==> src/rtl/rate_event_pkg.sv <==
/*
 * Constants, register map and carrier types for the rate threshold event unit.
 * Assumes an 8-bit register port from the host interface and 16-bit signed rate samples.
 */
package rate_event_pkg;

    // ------------------------------------------------------------------
    // Register offsets.
    // ------------------------------------------------------------------
    localparam logic [7:0] ADDR_FILTER_SELECT = 8'h24;
    localparam logic [7:0] ADDR_EVENT_CONFIG = 8'h30;
    localparam logic [7:0] ADDR_EVENT_SOURCE = 8'h31;
    localparam logic [7:0] ADDR_X_THRESHOLD_HIGH = 8'h32;
    localparam logic [7:0] ADDR_X_THRESHOLD_LOW = 8'h33;
    localparam logic [7:0] ADDR_Y_THRESHOLD_HIGH = 8'h34;
    localparam logic [7:0] ADDR_Y_THRESHOLD_LOW = 8'h35;
    localparam logic [7:0] ADDR_Z_THRESHOLD_HIGH = 8'h36;
    localparam logic [7:0] ADDR_Z_THRESHOLD_LOW = 8'h37;
    localparam logic [7:0] ADDR_DURATION = 8'h38;

    // ------------------------------------------------------------------
    // Field positions and widths.
    // ------------------------------------------------------------------
    localparam int AXES = 3;
    localparam int THRESHOLD_WIDTH = 15;
    localparam int RATE_WIDTH = 16;
    localparam int DURATION_WIDTH = 7;
    localparam int CFG_COMBINE_BIT = 7;
    localparam int CFG_LATCH_BIT = 6;
    localparam int DUR_WAIT_BIT = 7;
    localparam int SELECT_LSB = 2;
    localparam logic [7:0] REG_RESET = 8'h00;
    localparam logic [7:0] UPPER_MASK = 8'h7F;
    localparam logic [1:0] SEL_RAW = 2'h0;
    localparam logic [1:0] SEL_HIGH_PASS = 2'h1;

    typedef logic [7:0] byte_t;

    // Host register port request.
    typedef struct packed {
        logic rd;
        logic wr;
        logic [7:0] addr;
        logic [7:0] wdata;
    } reg_req_s;

    // One rate sample of each filter path, X in the low slice.
    typedef struct packed {
        logic valid;
        logic [AXES*RATE_WIDTH-1:0] raw;
        logic [AXES*RATE_WIDTH-1:0] high_pass;
        logic [AXES*RATE_WIDTH-1:0] low_pass;
        logic [AXES*RATE_WIDTH-1:0] band_pass;
    } rate_sample_s;

endpackage

==> src/rtl/rate_persist_filter.sv <==
/*
 * Persistence filter for one comparison condition.
 * Assumes one enable pulse per output data sample on the same clock.
 */
`timescale 1ns/10ps
`default_nettype none
module rate_persist_filter
#(
    parameter int DW = 7
)
(
    input wire logic clk_sys,
    input wire logic nrst,
    input wire logic ce,
    input wire logic sample,
    input wire logic cond,
    input wire logic [DW-1:0] duration,
    input wire logic wait_en,
    output logic active
);
    typedef struct packed {
        logic active;
        logic [DW-1:0] count;
    } state_s;

    state_s st;
    state_s next_st;

    always_comb
    begin
        next_st = st;
        if (sample)
        begin
            if (cond == st.active)
            begin
                next_st.count = '0;
            end
            else if (!cond && !wait_en)
            begin
                next_st.active = 1'b0;
                next_st.count = '0;
            end
            else if (st.count >= duration)
            begin
                next_st.active = cond;
                next_st.count = '0;
            end
            else
            begin
                next_st.count = st.count + 1'b1;
            end
        end
    end

    always_ff @(posedge clk_sys)
    begin
        if (!nrst)
        begin
            st <= '0;
        end
        else if (ce)
        begin
            st <= next_st;
        end
    end

    assign active = st.active;
endmodule
`default_nettype wire

==> src/rtl/rate_threshold_event_unit.sv <==
/*
 * Threshold event unit of a three-axis angular rate sensor: configuration,
 * thresholds, duration, source register and the event output pin.
 * Assumes the serial interface delivers one-cycle read and write strobes on clk_sys,
 * and the filter chain delivers one sample strobe per output data period.
 */
// Overview of operation
// - Combine bit chooses OR or AND of events
// - Latch bit holds flags once set
// - Per-axis high enable, reset zero
// - High event when rate magnitude exceeds threshold
// - Per-axis low enable, below threshold
// - Active flag set when events generated
// - Six per-axis high and low flags
// - Source register ignores host writes
// - Reading source clears active flag unless latched with event still live
// - Reading source drops the event pin unless latched with event still live
// - Latched flags refresh only after read
// - Fifteen-bit thresholds split over two bytes
// - Threshold bytes reset to zero
// - Z threshold at 36h and 37h
// - Duration sets minimum persisting samples
// - Wait bit delays event release
// - Select field picks filtered data path
`timescale 1ns/10ps
`default_nettype none
module rate_threshold_event_unit
    import rate_event_pkg::*;
(
    input wire logic clk_sys,
    input wire logic nrst,
    input wire logic ce,
    input wire rate_event_pkg::reg_req_s req,
    input wire rate_event_pkg::rate_sample_s rate,
    output logic [7:0] rdata,
    output logic event_output_pin
);

    typedef struct packed {
        byte_t config_reg;
        logic [1:0] event_source_select;
        logic [AXES-1:0][6:0] th_upper;
        logic [AXES-1:0][7:0] th_lower;
        byte_t duration_reg;
        logic [5:0] flags;
        logic event_active;
        logic pin;
        byte_t rdata;
    } state_s;

    state_s st;
    state_s next_st;

    logic [AXES*RATE_WIDTH-1:0] chosen;
    logic [2*AXES-1:0] cond;
    logic [2*AXES-1:0] persisted;
    logic [2*AXES-1:0] enables;
    logic [5:0] live_flags;
    logic combined;
    logic src_read;

    // ------------------------------------------------------------------
    // Data path selection and comparison.
    // ------------------------------------------------------------------
    always_comb
    begin
        if (st.event_source_select[1])
        begin
            chosen = st.event_source_select[0] ? rate.band_pass : rate.low_pass;
        end
        else if (st.event_source_select == SEL_HIGH_PASS)
        begin
            chosen = rate.high_pass;
        end
        else
        begin
            chosen = rate.raw;
        end
    end

    assign enables = st.config_reg[5:0];

    for (genvar a = 0; a < AXES; a++)
    begin : g_axis
        logic signed [RATE_WIDTH-1:0] s;
        logic [RATE_WIDTH:0] mag;
        logic [RATE_WIDTH:0] th;
        assign s = chosen[a*RATE_WIDTH +: RATE_WIDTH];
        assign mag = s[RATE_WIDTH-1] ? (RATE_WIDTH+1)'(-$signed({s[RATE_WIDTH-1], s}))
                                     : {1'b0, s};
        assign th = {2'b00, st.th_upper[a], st.th_lower[a]};
        assign cond[2*a+1] = mag > th;
        assign cond[2*a] = mag < th;
    end

    for (genvar e = 0; e < 2*AXES; e++)
    begin : g_persist
        rate_persist_filter #(.DW(DURATION_WIDTH)) u_filter
        (
            .clk_sys(clk_sys),
            .nrst(nrst),
            .ce(ce),
            .sample(rate.valid),
            .cond(cond[e]),
            .duration(st.duration_reg[DURATION_WIDTH-1:0]),
            .wait_en(st.duration_reg[DUR_WAIT_BIT]),
            .active(persisted[e])
        );
    end

    assign live_flags = persisted & enables;
    assign src_read = req.rd && (req.addr == ADDR_EVENT_SOURCE);

    always_comb
    begin
        if (enables == '0)
        begin
            combined = 1'b0;
        end
        else if (st.config_reg[CFG_COMBINE_BIT])
        begin
            combined = ((live_flags & enables) == enables);
        end
        else
        begin
            combined = |live_flags;
        end
    end

    // ------------------------------------------------------------------
    // Register file and event state.
    // ------------------------------------------------------------------
    always_comb
    begin
        next_st = st;
        if (req.wr)
        begin
            if (req.addr == ADDR_EVENT_CONFIG)
            begin
                next_st.config_reg = req.wdata;
            end
            else if (req.addr == ADDR_FILTER_SELECT)
            begin
                next_st.event_source_select = req.wdata[SELECT_LSB +: 2];
            end
            else if (req.addr == ADDR_X_THRESHOLD_HIGH)
            begin
                next_st.th_upper[0] = req.wdata[6:0];
            end
            else if (req.addr == ADDR_X_THRESHOLD_LOW)
            begin
                next_st.th_lower[0] = req.wdata;
            end
            else if (req.addr == ADDR_Y_THRESHOLD_HIGH)
            begin
                next_st.th_upper[1] = req.wdata[6:0];
            end
            else if (req.addr == ADDR_Y_THRESHOLD_LOW)
            begin
                next_st.th_lower[1] = req.wdata;
            end
            else if (req.addr == ADDR_Z_THRESHOLD_HIGH)
            begin
                next_st.th_upper[2] = req.wdata[6:0];
            end
            else if (req.addr == ADDR_Z_THRESHOLD_LOW)
            begin
                next_st.th_lower[2] = req.wdata;
            end
            else if (req.addr == ADDR_DURATION)
            begin
                next_st.duration_reg = req.wdata;
            end
            // Writes to the source register fall through untouched.
        end

        if (req.rd)
        begin
            if (req.addr == ADDR_EVENT_CONFIG)
            begin
                next_st.rdata = st.config_reg;
            end
            else if (req.addr == ADDR_EVENT_SOURCE)
            begin
                next_st.rdata = {1'b0, st.event_active, st.flags};
            end
            else if (req.addr == ADDR_FILTER_SELECT)
            begin
                next_st.rdata = {4'h0, st.event_source_select, 2'b00};
            end
            else if (req.addr == ADDR_X_THRESHOLD_HIGH)
            begin
                next_st.rdata = {1'b0, st.th_upper[0]};
            end
            else if (req.addr == ADDR_X_THRESHOLD_LOW)
            begin
                next_st.rdata = st.th_lower[0];
            end
            else if (req.addr == ADDR_Y_THRESHOLD_HIGH)
            begin
                next_st.rdata = {1'b0, st.th_upper[1]};
            end
            else if (req.addr == ADDR_Y_THRESHOLD_LOW)
            begin
                next_st.rdata = st.th_lower[1];
            end
            else if (req.addr == ADDR_Z_THRESHOLD_HIGH)
            begin
                next_st.rdata = {1'b0, st.th_upper[2]};
            end
            else if (req.addr == ADDR_Z_THRESHOLD_LOW)
            begin
                next_st.rdata = st.th_lower[2];
            end
            else if (req.addr == ADDR_DURATION)
            begin
                next_st.rdata = st.duration_reg;
            end
            else
            begin
                next_st.rdata = REG_RESET;
            end
        end

        // Flags follow the filtered comparison unless latched and still unread.
        if (st.config_reg[CFG_LATCH_BIT])
        begin
            if (src_read)
            begin
                next_st.flags = live_flags;
                next_st.event_active = combined;
            end
            else
            begin
                next_st.flags = st.flags | live_flags;
                next_st.event_active = st.event_active | combined;
            end
        end
        else
        begin
            next_st.flags = live_flags;
            next_st.event_active = combined && !src_read;
            if (src_read)
            begin
                next_st.event_active = 1'b0;
            end
        end
        next_st.pin = next_st.event_active;
    end

    always_ff @(posedge clk_sys)
    begin
        if (!nrst)
        begin
            st <= '0;
        end
        else if (ce)
        begin
            st <= next_st;
        end
    end

    assign rdata = st.rdata;
    assign event_output_pin = st.pin;
endmodule
`default_nettype wire

==> config.mk <==
export PLATFORM = sky130hd
export DESIGN_NAME = rate_threshold_event_unit
export DESIGN_NICKNAME = d
export VERILOG_FILES = /design/src/rtl/rate_event_pkg.sv /design/src/rtl/rate_persist_filter.sv /design/src/rtl/rate_threshold_event_unit.sv
export SDC_FILE = /design/constraint.sdc
export NUM_CORES = 1
export LEC_CHECK = 0
export BUFFER_PORTS_ARGS = -buffer_cell sky130_fd_sc_hd__buf_2
export CAP_MARGIN = 0
export CORE_ASPECT_RATIO = 1.5
export CORE_MARGIN = 5
export CORE_UTILIZATION = 50
export DETAILED_ROUTE_END_ITERATION = 12
export HOLD_SLACK_MARGIN = 0.12
export PLACE_DENSITY = 0.74
export SYNTH_ARGS = -nofsm -noshare
export SYNTH_HDL_FRONTEND = slang
export SYNTH_SLANG_ARGS = --single-unit
==> constraint.sdc <==
create_clock -name clk_sys -period 5.35 [get_ports clk_sys]
set_input_delay 1.3375 -clock clk_sys [delete_from_list [all_inputs] [get_ports clk_sys]]
set_output_delay 1.3375 -clock clk_sys [all_outputs]
set_load 0.05 [all_outputs]
==> flow_results.xml, run 1 <==
<?xml version="1.0" encoding="UTF-8"?>
<metrics>
  <group name="outcome">
    <metric name="status" unit="">complete, no violations</metric>
  </group>
  <group name="finish">
    <metric name="area_added_between_synthesis_and_finish" unit="%">18.81</metric>
    <metric name="antennaDiodeCount" unit="">0</metric>
    <metric name="finish.net_count" unit="">1691</metric>
    <metric name="post_route_cells_drive_above_1_share" unit="%">24.68</metric>
  </group>
  <group name="cts">
    <metric name="cts_repair_resize_count" unit="">0</metric>
    <metric name="cts_htree_levels" unit="">4</metric>
    <metric name="clock_slew_at_the_register_clock_pins_of_the_worst_setup_and_hold_paths" unit="ps">60</metric>
    <metric name="cts_buffers" unit="">17</metric>
    <metric name="cts_tree" unit="">built</metric>
    <metric name="clock_insertion_delay_worst_skew" unit="ps">420</metric>
    <metric name="cts_max_path_buffers" unit="">2</metric>
    <metric name="clock_sinks" unit="">126</metric>
    <metric name="ctsRootBufferMaster" unit="">sky130_fd_sc_hd__clkbuf_16</metric>
    <metric name="post_cts_hold_buffer_count" unit="">0</metric>
    <metric name="cts.repair_timing.setup_buffer_count" unit="">0</metric>
  </group>
  <group name="floorplan">
    <metric name="core_region_area" unit="um^2">20340</metric>
    <metric name="die_y" unit="um">185.4</metric>
    <metric name="ios" unit="">223</metric>
    <metric name="row_count" unit="">64</metric>
    <metric name="die-width" unit="um">126.9</metric>
    <metric name="design.die.area" unit="um^2">23540</metric>
    <metric name="floorplan.initialDensity" unit="%">50.43</metric>
  </group>
  <group name="timing">
    <metric name="drv_slew" unit="">0</metric>
    <metric name="worst_clock_skew" unit="ps">8.667</metric>
    <metric name="timing_hold_violations_final" unit="">0</metric>
    <metric name="worst_slack" unit="ps">443.7</metric>
    <metric name="fmax" unit="MHz">203.8</metric>
    <metric name="unrepaired_setup_endpoints_after_global_routing" unit="">no</metric>
    <metric name="max-slew-margin-rel" unit="%">35.56</metric>
    <metric name="setup_viol_count_final" unit="">0</metric>
    <metric name="timing.final.crit_share" unit="%">91.71</metric>
    <metric name="setup_total_negative_slack" unit="ps">0</metric>
    <metric name="timing_worst_slew_pin_value" unit="ps">966.6</metric>
    <metric name="timing.final.crit_period" unit="ps">4906</metric>
  </group>
  <group name="critical_path">
    <metric name="crit_path_end_kind" unit="">flip-flop</metric>
    <metric name="criticalPathCategory" unit="">in2reg</metric>
    <metric name="critPathLaunchType" unit="">input port</metric>
    <metric name="worstPathArrival" unit="ps">5270</metric>
    <metric name="worstPathMaxFanout" unit="">5</metric>
    <metric name="crit_required" unit="ps">5710</metric>
  </group>
  <group name="grt">
    <metric name="aggregate_global_routing_overflow" unit="">0</metric>
    <metric name="antenna_found_initial" unit="">1</metric>
    <metric name="grt_pass1_wl" unit="um">47690</metric>
    <metric name="grt_util_all_layers" unit="%">25.19</metric>
    <metric name="first_global_vias" unit="">9661</metric>
    <metric name="largest_net_degree_at_the_start_of_global_routing" unit="">89</metric>
  </group>
  <group name="yosys">
    <metric name="synth_area" unit="um^2">10260</metric>
    <metric name="synth_largest_type_area_fraction" unit="%">24.59</metric>
    <metric name="ys_dominant_reg_cell" unit="">sky130_fd_sc_hd__dfxtp_1</metric>
    <metric name="ys_async_sr_fraction" unit="%">0</metric>
    <metric name="synth-seq-area-share" unit="%">24.59</metric>
    <metric name="yosys_register_bits" unit="">126</metric>
    <metric name="synthesis.yosys.warnings" unit="">0</metric>
    <metric name="synth_enable_flop_cells" unit="">0</metric>
    <metric name="yosysTopAreaCell" unit="">sky130_fd_sc_hd__dfxtp_1</metric>
    <metric name="mappedNetlistNets" unit="">1488</metric>
    <metric name="syn_avg_cell_area" unit="um^2">8.707</metric>
    <metric name="yosys-top-cells-area" unit="">sky130_fd_sc_hd__dfxtp_1 (25%), sky130_fd_sc_hd__ha_1 (12%), sky130_fd_sc_hd__mux4_2 (7.9%), sky130_fd_sc_hd__mux2i_1 (7.5%), sky130_fd_sc_hd__nor2_1 (4.5%)</metric>
    <metric name="synth_instances" unit="">1178</metric>
    <metric name="synth_cell_types" unit="">76</metric>
  </group>
  <group name="route">
    <metric name="ant_nets_after_route" unit="">0</metric>
    <metric name="drc" unit="">0</metric>
    <metric name="number_of_vias_per_cell" unit="">5.888</metric>
    <metric name="routed_wl" unit="um">30230</metric>
    <metric name="detailroute.via_count" unit="">9763</metric>
    <metric name="dr.pass1.iters" unit="">5</metric>
    <metric name="routed_wire_length_per_instance" unit="um">18.24</metric>
    <metric name="drt_iter0_drc" unit="">586</metric>
  </group>
  <group name="placement">
    <metric name="gp_routability_congestion" unit="">0.9680</metric>
    <metric name="post-place-ws" unit="ps">41.87</metric>
    <metric name="dpl.hpwl" unit="um">24030</metric>
    <metric name="place.port_buffers" unit="">222</metric>
  </group>
  <group name="power_and_ir_drop">
    <metric name="power_leakage" unit="nW">4.848</metric>
    <metric name="design_power_total" unit="mW">2.533</metric>
    <metric name="powerDensity" unit="nW/um^2">207.8</metric>
    <metric name="power.ir.vdd_worst" unit="uV">217.7</metric>
  </group>
  <group name="job">
    <metric name="cap_violations" unit="">0</metric>
  </group>
  <group name="min_path">
    <metric name="worst_hold_path_type" unit="">reg2reg</metric>
  </group>
</metrics>
final timing paths:
path                                start                           to  slack (ps)  depth (start not counted)
worst max-delay path            rate[112]  g_persist[3].u_filter.st[2]         440                         20
worst min-delay path             rdata[2]                     rdata[2]         450                          2
worst max register to register     st[69]  g_persist[5].u_filter.st[3]         720                         16
worst min register to register   rdata[2]                     rdata[2]         450                          2
cells in the mapped netlist, drive strengths merged, types with 4 or more instances:
master,instances
a311oi,4
nor2b,5
nand2b,20
or4,6
and3,5
a211oi,10
mux4,46
nand3,26
ha,96
nand4,14
mux2,5
o41ai,5
xnor2,29
or3,7
dfxtp,126
a31oi,9
clkbuf,41
o21ai,59
o31ai,12
o21a,6
nor4,17
a21oi,65
or2,6
buf,23
and2,9
a32oi,4
o22ai,6
a21o,24
inv,77
a2111oi,6
a221o,5
xor2,26
nand2,97
o21bai,4
nor2,124
mux2i,77
a22o,8
a22oi,9
nor3,25
layout by cell type, fill, tap and decap left out, types with 6 or more instances in the layout:
| cell | n |
|---|---|
| sky130_fd_sc_hd__and2_1 | 9 |
| sky130_fd_sc_hd__ha_1 | 96 |
| sky130_fd_sc_hd__a211oi_1 | 10 |
| sky130_fd_sc_hd__nand2b_1 | 20 |
| sky130_fd_sc_hd__xnor2_1 | 29 |
| sky130_fd_sc_hd__a22o_1 | 8 |
| sky130_fd_sc_hd__nor2_1 | 123 |
| sky130_fd_sc_hd__xor2_1 | 26 |
| sky130_fd_sc_hd__buf_4 | 24 |
| sky130_fd_sc_hd__o31ai_1 | 11 |
| sky130_fd_sc_hd__nand4_1 | 14 |
| sky130_fd_sc_hd__or3_1 | 7 |
| sky130_fd_sc_hd__inv_1 | 76 |
| sky130_fd_sc_hd__nand3_1 | 25 |
| sky130_fd_sc_hd__a21oi_1 | 65 |
| sky130_fd_sc_hd__a22oi_1 | 9 |
| sky130_fd_sc_hd__a21o_1 | 24 |
| sky130_fd_sc_hd__o22ai_1 | 6 |
| sky130_fd_sc_hd__nor4_1 | 15 |
| sky130_fd_sc_hd__nand2_1 | 97 |
| sky130_fd_sc_hd__mux4_2 | 36 |
| sky130_fd_sc_hd__nor3_1 | 22 |
| sky130_fd_sc_hd__a31oi_1 | 9 |
| sky130_fd_sc_hd__clkinvlp_4 | 6 |
| sky130_fd_sc_hd__clkbuf_16 | 17 |
| sky130_fd_sc_hd__o21a_1 | 6 |
| sky130_fd_sc_hd__mux2i_1 | 77 |
| sky130_fd_sc_hd__o21ai_0 | 57 |
| sky130_fd_sc_hd__dfxtp_1 | 124 |
| sky130_fd_sc_hd__mux4_1 | 10 |
| sky130_fd_sc_hd__buf_2 | 222 |
cell families after synthesis:
logic type,synth area share [%]
AOI/OAI and AO/OA,16.71
buffers and inverters,5.904
adders and majority gates,11.71
and+or+nand+nor,17.78
xor gates and xnor gates,4.696
DFF,24.59
muxes,18.60
state kept, by name, indices dropped and copies added (netlist names):
| name | cells |
|---|---|
| rdata | 8 |
| g_persist.u_filter.active | 6 |
| g_axis.th | 45 |
| event_output_pin | 1 |
| enables | 6 |
| g_persist.u_filter.st | 42 |
| st | 18 |
power breakdown:
group	internal, mW	switching, mW
Clock	0.696	0.454
Sequential	0.947	0.0168
Combinational	0.195	0.223
Total	1.84	0.694
routing by layer:
| metal | share of wire, % | vias up | track usage [%] |
|---|---|---|---|
| met1 | 38 | 4575 | 27.07 |
| met4 | 5.2 | 0 | 13.22 |
| met5 | 0 | - | 0 |
| met2 | 53 | 364 | 47.14 |
| met3 | 4.8 | 98 | 3.837 |
| li1 | - | 4726 | - |
worst max-delay path, stage by stage:
cell and delay, ps:
sky130_fd_sc_hd__buf_2 90, sky130_fd_sc_hd__mux4_1 500, sky130_fd_sc_hd__inv_1 90, sky130_fd_sc_hd__ha_1 160, sky130_fd_sc_hd__nand2b_1 70, sky130_fd_sc_hd__o41ai_1 460, sky130_fd_sc_hd__nand2_1 130, sky130_fd_sc_hd__a21oi_1 230
sky130_fd_sc_hd__o21ai_0 150, sky130_fd_sc_hd__xor2_1 160, sky130_fd_sc_hd__ha_1 290, sky130_fd_sc_hd__and4_1 190, sky130_fd_sc_hd__o2111ai_1 120, sky130_fd_sc_hd__a21o_1 160, sky130_fd_sc_hd__o21ai_0 140, sky130_fd_sc_hd__buf_4 150
sky130_fd_sc_hd__a21oi_1 90, sky130_fd_sc_hd__mux2_4 350, sky130_fd_sc_hd__o31ai_1 250, sky130_fd_sc_hd__a22o_1 150
metrics by stage:
step | hold WS [ps] | utilization (%) | std cells | instance area [um^2]
2_1_floorplan | 432.3 | - | 1178 | 10260
3_3_place_gp | 439.1 | 57.06 | 1626 | 11600
3_5_place_dp | 446.2 | 57.06 | 1626 | 11600
4_1_cts | 454.8 | 59.92 | 1658 | 12190
5_1_grt | 475.1 | 59.92 | 1658 | 12190
6_report | 453.5 | 59.92 | 1658 | 12190
area by class of cell:
cell class              count  area (um^2)
clock buffers              18        439.2
well taps                 264        330.3
fillers                  1850         8153
repair buffers            248         1331
clock inverters            14        142.6
inverters                  77        289.0
multi-input cells         911         7129
flip-flops and latches    126         2525
Note: power is estimated with default switching activity, not from simulation.
==> run 2, diff against run 1 <==
--- a/config.mk
+++ b/config.mk
@@ -5,14 +5,15 @@
 export SDC_FILE = /design/constraint.sdc
 export NUM_CORES = 1
 export LEC_CHECK = 0
-export BUFFER_PORTS_ARGS = -buffer_cell sky130_fd_sc_hd__buf_2
 export CAP_MARGIN = 0
 export CORE_ASPECT_RATIO = 1.5
 export CORE_MARGIN = 5
 export CORE_UTILIZATION = 50
 export DETAILED_ROUTE_END_ITERATION = 12
+export DONT_BUFFER_PORTS = 1
 export HOLD_SLACK_MARGIN = 0.12
-export PLACE_DENSITY = 0.74
+export PLACE_DENSITY = 0.66
+export SKIP_LAST_GASP = 1
 export SYNTH_ARGS = -nofsm -noshare
 export SYNTH_HDL_FRONTEND = slang
 export SYNTH_SLANG_ARGS = --single-unit
==> flow_results.xml, run 2 (same netlist as run 1, synthesis figures left out) <==
<?xml version="1.0" encoding="UTF-8"?>
<metrics>
  <group name="finish">
    <metric name="final_cell_count_no_fill" unit="">1430</metric>
    <metric name="mostFrequentLayoutCells" unit="">sky130_fd_sc_hd__dfxtp_1 (124), sky130_fd_sc_hd__nor2_1 (123), sky130_fd_sc_hd__nand2_1 (97)</metric>
    <metric name="post_route_cells_drive_above_1_share" unit="%">9.949</metric>
    <metric name="finish.net_count" unit="">1463</metric>
    <metric name="most_common_cell_after_layout_fill_and_taps_aside" unit="">sky130_fd_sc_hd__dfxtp_1</metric>
    <metric name="area_added_between_synthesis_and_finish" unit="%">7.623</metric>
    <metric name="number_of_flip_flops_under_the_largest_register_name" unit="">45</metric>
    <metric name="antennaDiodeCount" unit="">0</metric>
  </group>
  <group name="timing">
    <metric name="setup_viol_count_final" unit="">0</metric>
    <metric name="worst_slack" unit="ps">460.7</metric>
    <metric name="timing.final.crit_share" unit="%">91.39</metric>
    <metric name="timing.final.crit_period" unit="ps">4889</metric>
    <metric name="max-slew-margin-rel" unit="%">32.61</metric>
    <metric name="timing_hold_violations_final" unit="">0</metric>
    <metric name="worst_clock_skew" unit="ps">11.26</metric>
    <metric name="timing_worst_slew_pin_value" unit="ps">1008</metric>
    <metric name="fmax" unit="MHz">204.5</metric>
    <metric name="unrepaired_setup_endpoints_after_global_routing" unit="">no</metric>
    <metric name="drv_slew" unit="">0</metric>
    <metric name="setup_total_negative_slack" unit="ps">0</metric>
  </group>
  <group name="critical_path">
    <metric name="criticalPathCategory" unit="">in2reg</metric>
    <metric name="critPathLaunchType" unit="">input port</metric>
    <metric name="worstPathMaxFanout" unit="">5</metric>
    <metric name="crit_required" unit="ps">5710</metric>
    <metric name="crit_path_end_kind" unit="">flip-flop</metric>
    <metric name="startpoint" unit="">rate[112]</metric>
    <metric name="timing.rr.start" unit="">st[69]</metric>
    <metric name="worstPathArrival" unit="ps">5250</metric>
  </group>
  <group name="placement">
    <metric name="place.port_buffers" unit="">0</metric>
    <metric name="placedCellCount" unit="">1398</metric>
    <metric name="post-place-ws" unit="ps">69.46</metric>
    <metric name="gp_routability_congestion" unit="">0.9479</metric>
    <metric name="dpl.hpwl" unit="um">22850</metric>
  </group>
  <group name="route">
    <metric name="number_of_vias_per_cell" unit="">6.118</metric>
    <metric name="detailroute.via_count" unit="">8749</metric>
    <metric name="ant_nets_after_route" unit="">0</metric>
    <metric name="dr.pass1.iters" unit="">5</metric>
    <metric name="drt_iter0_drc" unit="">488</metric>
    <metric name="routed_wl" unit="um">28840</metric>
    <metric name="drc" unit="">0</metric>
    <metric name="routed_wire_length_per_instance" unit="um">20.17</metric>
  </group>
  <group name="grt">
    <metric name="first_global_vias" unit="">8950</metric>
    <metric name="largest_net_degree_at_the_start_of_global_routing" unit="">90</metric>
    <metric name="met2_usage" unit="%">44.76</metric>
    <metric name="grt_util_all_layers" unit="%">24.42</metric>
    <metric name="aggregate_global_routing_overflow" unit="">0</metric>
    <metric name="grt_util_met1" unit="%">27.02</metric>
    <metric name="antenna_found_initial" unit="">0</metric>
    <metric name="grt_pass1_wl" unit="um">45710</metric>
    <metric name="globalRouteMet3Util" unit="%">4.674</metric>
    <metric name="busiest_layer" unit="">met2</metric>
  </group>
  <group name="power_and_ir_drop">
    <metric name="power_switching_share" unit="%">26.62</metric>
    <metric name="share_clk_of_total_power" unit="%">47.4</metric>
    <metric name="powerDensity" unit="nW/um^2">220.2</metric>
    <metric name="pint" unit="mW">1.784</metric>
    <metric name="sequential_share_of_power" unit="%">40.0</metric>
    <metric name="power.ir.vdd_worst" unit="uV">219.5</metric>
    <metric name="power_leakage" unit="nW">3.942</metric>
    <metric name="combPwrFrac" unit="%">12.7</metric>
    <metric name="total_switching_power" unit="uW">647.2</metric>
    <metric name="design_power_total" unit="mW">2.431</metric>
  </group>
  <group name="floorplan">
    <metric name="design.die.area" unit="um^2">23540</metric>
    <metric name="core_region_area" unit="um^2">20340</metric>
    <metric name="ios" unit="">223</metric>
    <metric name="floorplan.initialDensity" unit="%">50.43</metric>
    <metric name="die_y" unit="um">185.4</metric>
    <metric name="row_count" unit="">64</metric>
    <metric name="die-width" unit="um">126.9</metric>
  </group>
  <group name="cts">
    <metric name="cts_tree" unit="">built</metric>
    <metric name="cts.repair_timing.setup_buffer_count" unit="">0</metric>
    <metric name="cts_max_path_buffers" unit="">2</metric>
    <metric name="clock_sinks" unit="">126</metric>
    <metric name="cts_buffers" unit="">17</metric>
    <metric name="cts_repair_resize_count" unit="">0</metric>
    <metric name="ctsRootBufferMaster" unit="">sky130_fd_sc_hd__clkbuf_16</metric>
    <metric name="clock_slew_at_the_register_clock_pins_of_the_worst_setup_and_hold_paths" unit="ps">60</metric>
    <metric name="clock_insertion_delay_worst_skew" unit="ps">420</metric>
    <metric name="post_cts_hold_buffer_count" unit="">0</metric>
    <metric name="cts_htree_levels" unit="">4</metric>
  </group>
  <group name="job">
    <metric name="cap_violations" unit="">0</metric>
  </group>
  <group name="min_path">
    <metric name="worst_hold_path_type" unit="">reg2reg</metric>
    <metric name="holdCritStartpoint" unit="">g_persist[5].u_filter.st[1]</metric>
  </group>
  <group name="outcome">
    <metric name="status" unit="">complete, no violations</metric>
  </group>
</metrics>
-- run 2: path summary, 6_finish.rpt --
kind | end | slack, ps | cells after the start
worst max register to register | g_persist[5].u_filter.st[3] | 660 | 16
worst min register to register | g_persist[5].u_filter.st[1] | 490 | 2
worst min-delay path | g_persist[5].u_filter.st[1] | 490 | 2
worst max-delay path | g_persist[3].u_filter.st[3] | 460 | 19
-- run 2: final cells by class --
cell class                      instances  area [um^2]
Timing Repair Buffer                   20        175.2
Clock inverter                         13        141.4
Inverter                               77        289.0
Tap cell                              264        330.3
Multi-Input combinational cell        911         7136
Fill cell                            1900         9300
Clock buffer                           19        442.9
Sequential cell                       126         2525
-- run 2: critical path, stage by stage --
cell                        delay [ps]
sky130_fd_sc_hd__mux4_1            490
sky130_fd_sc_hd__inv_1             100
sky130_fd_sc_hd__ha_1              150
sky130_fd_sc_hd__nand2b_1           70
sky130_fd_sc_hd__o41ai_1           440
sky130_fd_sc_hd__nand2_1           120
sky130_fd_sc_hd__a21oi_1           230
sky130_fd_sc_hd__o21ai_0           150
sky130_fd_sc_hd__xor2_1            160
sky130_fd_sc_hd__ha_1              290
sky130_fd_sc_hd__and4_1            200
sky130_fd_sc_hd__o2111ai_1         120
sky130_fd_sc_hd__a21o_1            160
sky130_fd_sc_hd__o21ai_0           170
sky130_fd_sc_hd__buf_4             160
sky130_fd_sc_hd__a21oi_1           120
sky130_fd_sc_hd__mux2_4            360
sky130_fd_sc_hd__nor4_1            270
sky130_fd_sc_hd__a221o_1           150
-- run 2: power groups by stage --
stage,logic [mW],clock network (mW),registers [mW]
2_1_floorplan,0.272,0,0.974
3_3_place_gp,0.303,0,0.992
3_5_place_dp,0.308,0,0.992
4_1_cts,0.309,1.16,0.972
5_1_grt,0.348,1.21,0.973
6_report,0.308,1.15,0.972
-- run 2: metrics by stage --
stage          instance area, um^2  utilization [%]  hold slack, ps
2_1_floorplan                10260                -           432.3
3_3_place_gp                 10460            51.40           473.3
3_5_place_dp                 10460            51.40           483.4
4_1_cts                      11040            54.28           491.1
5_1_grt                      11040            54.28           521.5
6_report                     11040            54.28           491.7
-- run 2: per-layer routing --
| metal | wire length [um] | up-vias | part of all wire (%) |
|---|---|---|---|
| li1 | - | 4277 | - |
| met1 | 11120 | 4099 | 39 |
| met2 | 14950 | 309 | 52 |
| met3 | 1510 | 64 | 5.2 |
| met4 | 1252 | 0 | 4.3 |
| met5 | 0 | - | 0 |
==> run 3, diff against run 2 <==
--- a/config.mk
+++ b/config.mk
@@ -6,7 +6,6 @@
 export NUM_CORES = 1
 export LEC_CHECK = 0
 export CAP_MARGIN = 0
-export CORE_ASPECT_RATIO = 1.5
 export CORE_MARGIN = 5
 export CORE_UTILIZATION = 50
 export DETAILED_ROUTE_END_ITERATION = 12
==> flow_results.xml, run 3 (same netlist as run 1, synthesis figures left out) <==
<?xml version="1.0" encoding="UTF-8"?>
<metrics>
  <group name="timing">
    <metric name="max-slew-margin-rel" unit="%">35.00</metric>
    <metric name="unrepaired_setup_endpoints_after_global_routing" unit="">no</metric>
    <metric name="timing.final.crit_period" unit="ps">4953</metric>
    <metric name="timing_worst_slew_pin_value" unit="ps">975.0</metric>
    <metric name="setup_viol_count_final" unit="">0</metric>
    <metric name="timing.final.crit_share" unit="%">92.58</metric>
    <metric name="fmax" unit="MHz">201.9</metric>
    <metric name="timing_hold_violations_final" unit="">0</metric>
    <metric name="drv_slew" unit="">0</metric>
    <metric name="worst_slack" unit="ps">396.7</metric>
    <metric name="setup_total_negative_slack" unit="ps">0</metric>
    <metric name="worst_clock_skew" unit="ps">8.253</metric>
  </group>
  <group name="cts">
    <metric name="cts_htree_levels" unit="">4</metric>
    <metric name="cts_buffers" unit="">17</metric>
    <metric name="ctsRootBufferMaster" unit="">sky130_fd_sc_hd__clkbuf_16</metric>
    <metric name="cts_max_path_buffers" unit="">2</metric>
    <metric name="post_cts_hold_buffer_count" unit="">0</metric>
    <metric name="clock_insertion_delay_worst_skew" unit="ps">420</metric>
    <metric name="clock_sinks" unit="">126</metric>
    <metric name="cts_repair_resize_count" unit="">0</metric>
    <metric name="clock_slew_at_the_register_clock_pins_of_the_worst_setup_and_hold_paths" unit="ps">60</metric>
    <metric name="cts_tree" unit="">built</metric>
    <metric name="cts.repair_timing.setup_buffer_count" unit="">0</metric>
  </group>
  <group name="finish">
    <metric name="mostFrequentLayoutCells" unit="">sky130_fd_sc_hd__dfxtp_1 (124), sky130_fd_sc_hd__nor2_1 (123), sky130_fd_sc_hd__nand2_1 (97)</metric>
    <metric name="number_of_flip_flops_under_the_largest_register_name" unit="">45</metric>
    <metric name="finish.net_count" unit="">1465</metric>
    <metric name="most_common_cell_after_layout_fill_and_taps_aside" unit="">sky130_fd_sc_hd__dfxtp_1</metric>
    <metric name="fill_cells" unit="">1799</metric>
    <metric name="stdcell_area" unit="um^2">11060</metric>
    <metric name="post_route_cells_drive_above_1_share" unit="%">10.02</metric>
    <metric name="postLayoutCoreUtil" unit="%">54.64</metric>
    <metric name="area_added_between_synthesis_and_finish" unit="%">7.795</metric>
    <metric name="final_cell_count_no_fill" unit="">1441</metric>
  </group>
  <group name="placement">
    <metric name="place.port_buffers" unit="">0</metric>
    <metric name="post-place-ws" unit="ps">10.01</metric>
    <metric name="dpl.hpwl" unit="um">23890</metric>
    <metric name="placedCellCount" unit="">1406</metric>
    <metric name="gp_routability_congestion" unit="">0.9109</metric>
    <metric name="placedInstanceArea" unit="um^2">10480</metric>
  </group>
  <group name="critical_path">
    <metric name="ff2ff_path_depth" unit="">15</metric>
    <metric name="worstPathMaxFanout" unit="">5</metric>
    <metric name="endpoint_of_the_lowest_slack_register_to_register_path" unit="">g_persist[4].u_filter.st[3]</metric>
    <metric name="crit_required" unit="ps">5720</metric>
    <metric name="timing.reg2reg.setup_slack" unit="ps">540</metric>
    <metric name="crit_path_end_kind" unit="">flip-flop</metric>
    <metric name="criticalPathCategory" unit="">in2reg</metric>
    <metric name="critPathLaunchType" unit="">input port</metric>
    <metric name="worstPathArrival" unit="ps">5320</metric>
    <metric name="timing.rr.start" unit="">st[69]</metric>
  </group>
  <group name="min_path">
    <metric name="holdCritStartpoint" unit="">g_persist[5].u_filter.st[6]</metric>
    <metric name="whs_endpoint" unit="">g_persist[5].u_filter.st[6]</metric>
    <metric name="worst_hold_path_type" unit="">reg2reg</metric>
    <metric name="hold_path_stages" unit="">2</metric>
  </group>
  <group name="route">
    <metric name="routed_wl" unit="um">30390</metric>
    <metric name="number_of_vias_per_cell" unit="">6.194</metric>
    <metric name="routed_wire_length_per_instance" unit="um">21.09</metric>
    <metric name="drt_iter0_drc" unit="">662</metric>
    <metric name="drc" unit="">0</metric>
    <metric name="detailroute.via_count" unit="">8926</metric>
    <metric name="dr.pass1.iters" unit="">5</metric>
    <metric name="ant_nets_after_route" unit="">0</metric>
  </group>
  <group name="power_and_ir_drop">
    <metric name="power.ir.vdd_worst" unit="uV">217.2</metric>
    <metric name="powerDensity" unit="nW/um^2">217.7</metric>
    <metric name="power_leakage" unit="nW">3.956</metric>
  </group>
  <group name="grt">
    <metric name="first_global_vias" unit="">8836</metric>
    <metric name="grt_pass1_wl" unit="um">47980</metric>
    <metric name="grt_util_all_layers" unit="%">25.52</metric>
    <metric name="antenna_found_initial" unit="">3</metric>
    <metric name="largest_net_degree_at_the_start_of_global_routing" unit="">90</metric>
    <metric name="aggregate_global_routing_overflow" unit="">0</metric>
  </group>
  <group name="floorplan">
    <metric name="ios" unit="">223</metric>
    <metric name="die_y" unit="um">153.2</metric>
    <metric name="core_region_area" unit="um^2">20230</metric>
    <metric name="row_count" unit="">52</metric>
    <metric name="design.die.area" unit="um^2">23480</metric>
    <metric name="floorplan.initialDensity" unit="%">50.69</metric>
    <metric name="die-width" unit="um">153.2</metric>
  </group>
  <group name="outcome">
    <metric name="status" unit="">complete, no violations</metric>
  </group>
  <group name="job">
    <metric name="cap_violations" unit="">0</metric>
  </group>
</metrics>
==> run 3: changes by cell type in the layout (fill, tap and decap cells not counted) <==
cell	before	now
sky130_fd_sc_hd__buf_12	2	3
sky130_fd_sc_hd__buf_4	18	19
sky130_fd_sc_hd__clkinv_2	3	8
sky130_fd_sc_hd__clkinv_4	4	0
sky130_fd_sc_hd__diode_2	0	3
sky130_fd_sc_hd__inv_6	1	0
sky130_fd_sc_hd__nor4b_1	2	3
sky130_fd_sc_hd__nor4b_2	1	0
==> run 3: area by class of cell <==
cell class	count	area, um^2	share of cell area, %
Sequential cell	126	2525	22.84
Tap cell	270	337.8	3.055
Antenna cell	3	7.507	0.06790
Clock inverter	13	122.6	1.109
Inverter	77	289.0	2.614
Timing Repair Buffer	22	202.7	1.833
Multi-Input combinational cell	911	7129	64.48
Clock buffer	19	442.9	4.006
==> run 3: through the flow <==
stage	total power, mW	hold slack (ps)
3_3_place_gp	1.293	472.5
2_1_floorplan	1.246	432.3
6_report	2.407	484.1
5_1_grt	2.502	507.2
3_5_place_dp	1.301	473.3
4_1_cts	2.414	481.5
==> run 3: power breakdown <==
part	leakage (nW)	total [mW]	internal [mW]	switching, mW
clock network	0.278	1.12	0.689	0.435
registers	1.02	0.972	0.947	0.0246
logic	2.66	0.311	0.139	0.172
total	3.96	2.41	1.78	0.632
==> run 3: per-layer routing <==
layer | global-route usage, % | up-vias | part of all wire, %
li1 | - | 4286 | -
met1 | 32.06 | 4220 | 42
met2 | 42.80 | 346 | 48
met3 | 5.287 | 74 | 7.1
met4 | 10.44 | 0 | 3.5
met5 | 0 | - | 0
==> run 3: worst max path at each step <==
stage,from,to,slack (ps),depth (start not counted)
6_report,rate[112],g_persist[3].u_filter.st[3],400,19
4_1_cts,rate[112],g_persist[3].u_filter.st[3],450,19
5_1_grt,rate[112],g_persist[3].u_filter.st[3],4,19
3_3_place_gp,rate[112],g_persist[3].u_filter.st[3],180,19
2_1_floorplan,rate[112],g_persist[2].u_filter.st[0],310,18
3_5_place_dp,rate[112],g_persist[3].u_filter.st[3],10,19
==> run 3: critical path, cell delays in order <==
cell,delay [ps]
sky130_fd_sc_hd__mux4_1,510
sky130_fd_sc_hd__inv_1,110
sky130_fd_sc_hd__ha_1,160
sky130_fd_sc_hd__nand2b_1,70
sky130_fd_sc_hd__o41ai_1,490
sky130_fd_sc_hd__nand2_1,120
sky130_fd_sc_hd__a21oi_1,220
sky130_fd_sc_hd__buf_4,150
sky130_fd_sc_hd__xnor2_1,110
sky130_fd_sc_hd__ha_1,280
sky130_fd_sc_hd__a211oi_1,200
sky130_fd_sc_hd__o21ai_0,130
sky130_fd_sc_hd__a21oi_1,150
sky130_fd_sc_hd__o21ai_0,100
sky130_fd_sc_hd__buf_4,160
sky130_fd_sc_hd__a21oi_1,240
sky130_fd_sc_hd__mux2_4,370
sky130_fd_sc_hd__nor4_1,260
sky130_fd_sc_hd__a221o_1,140
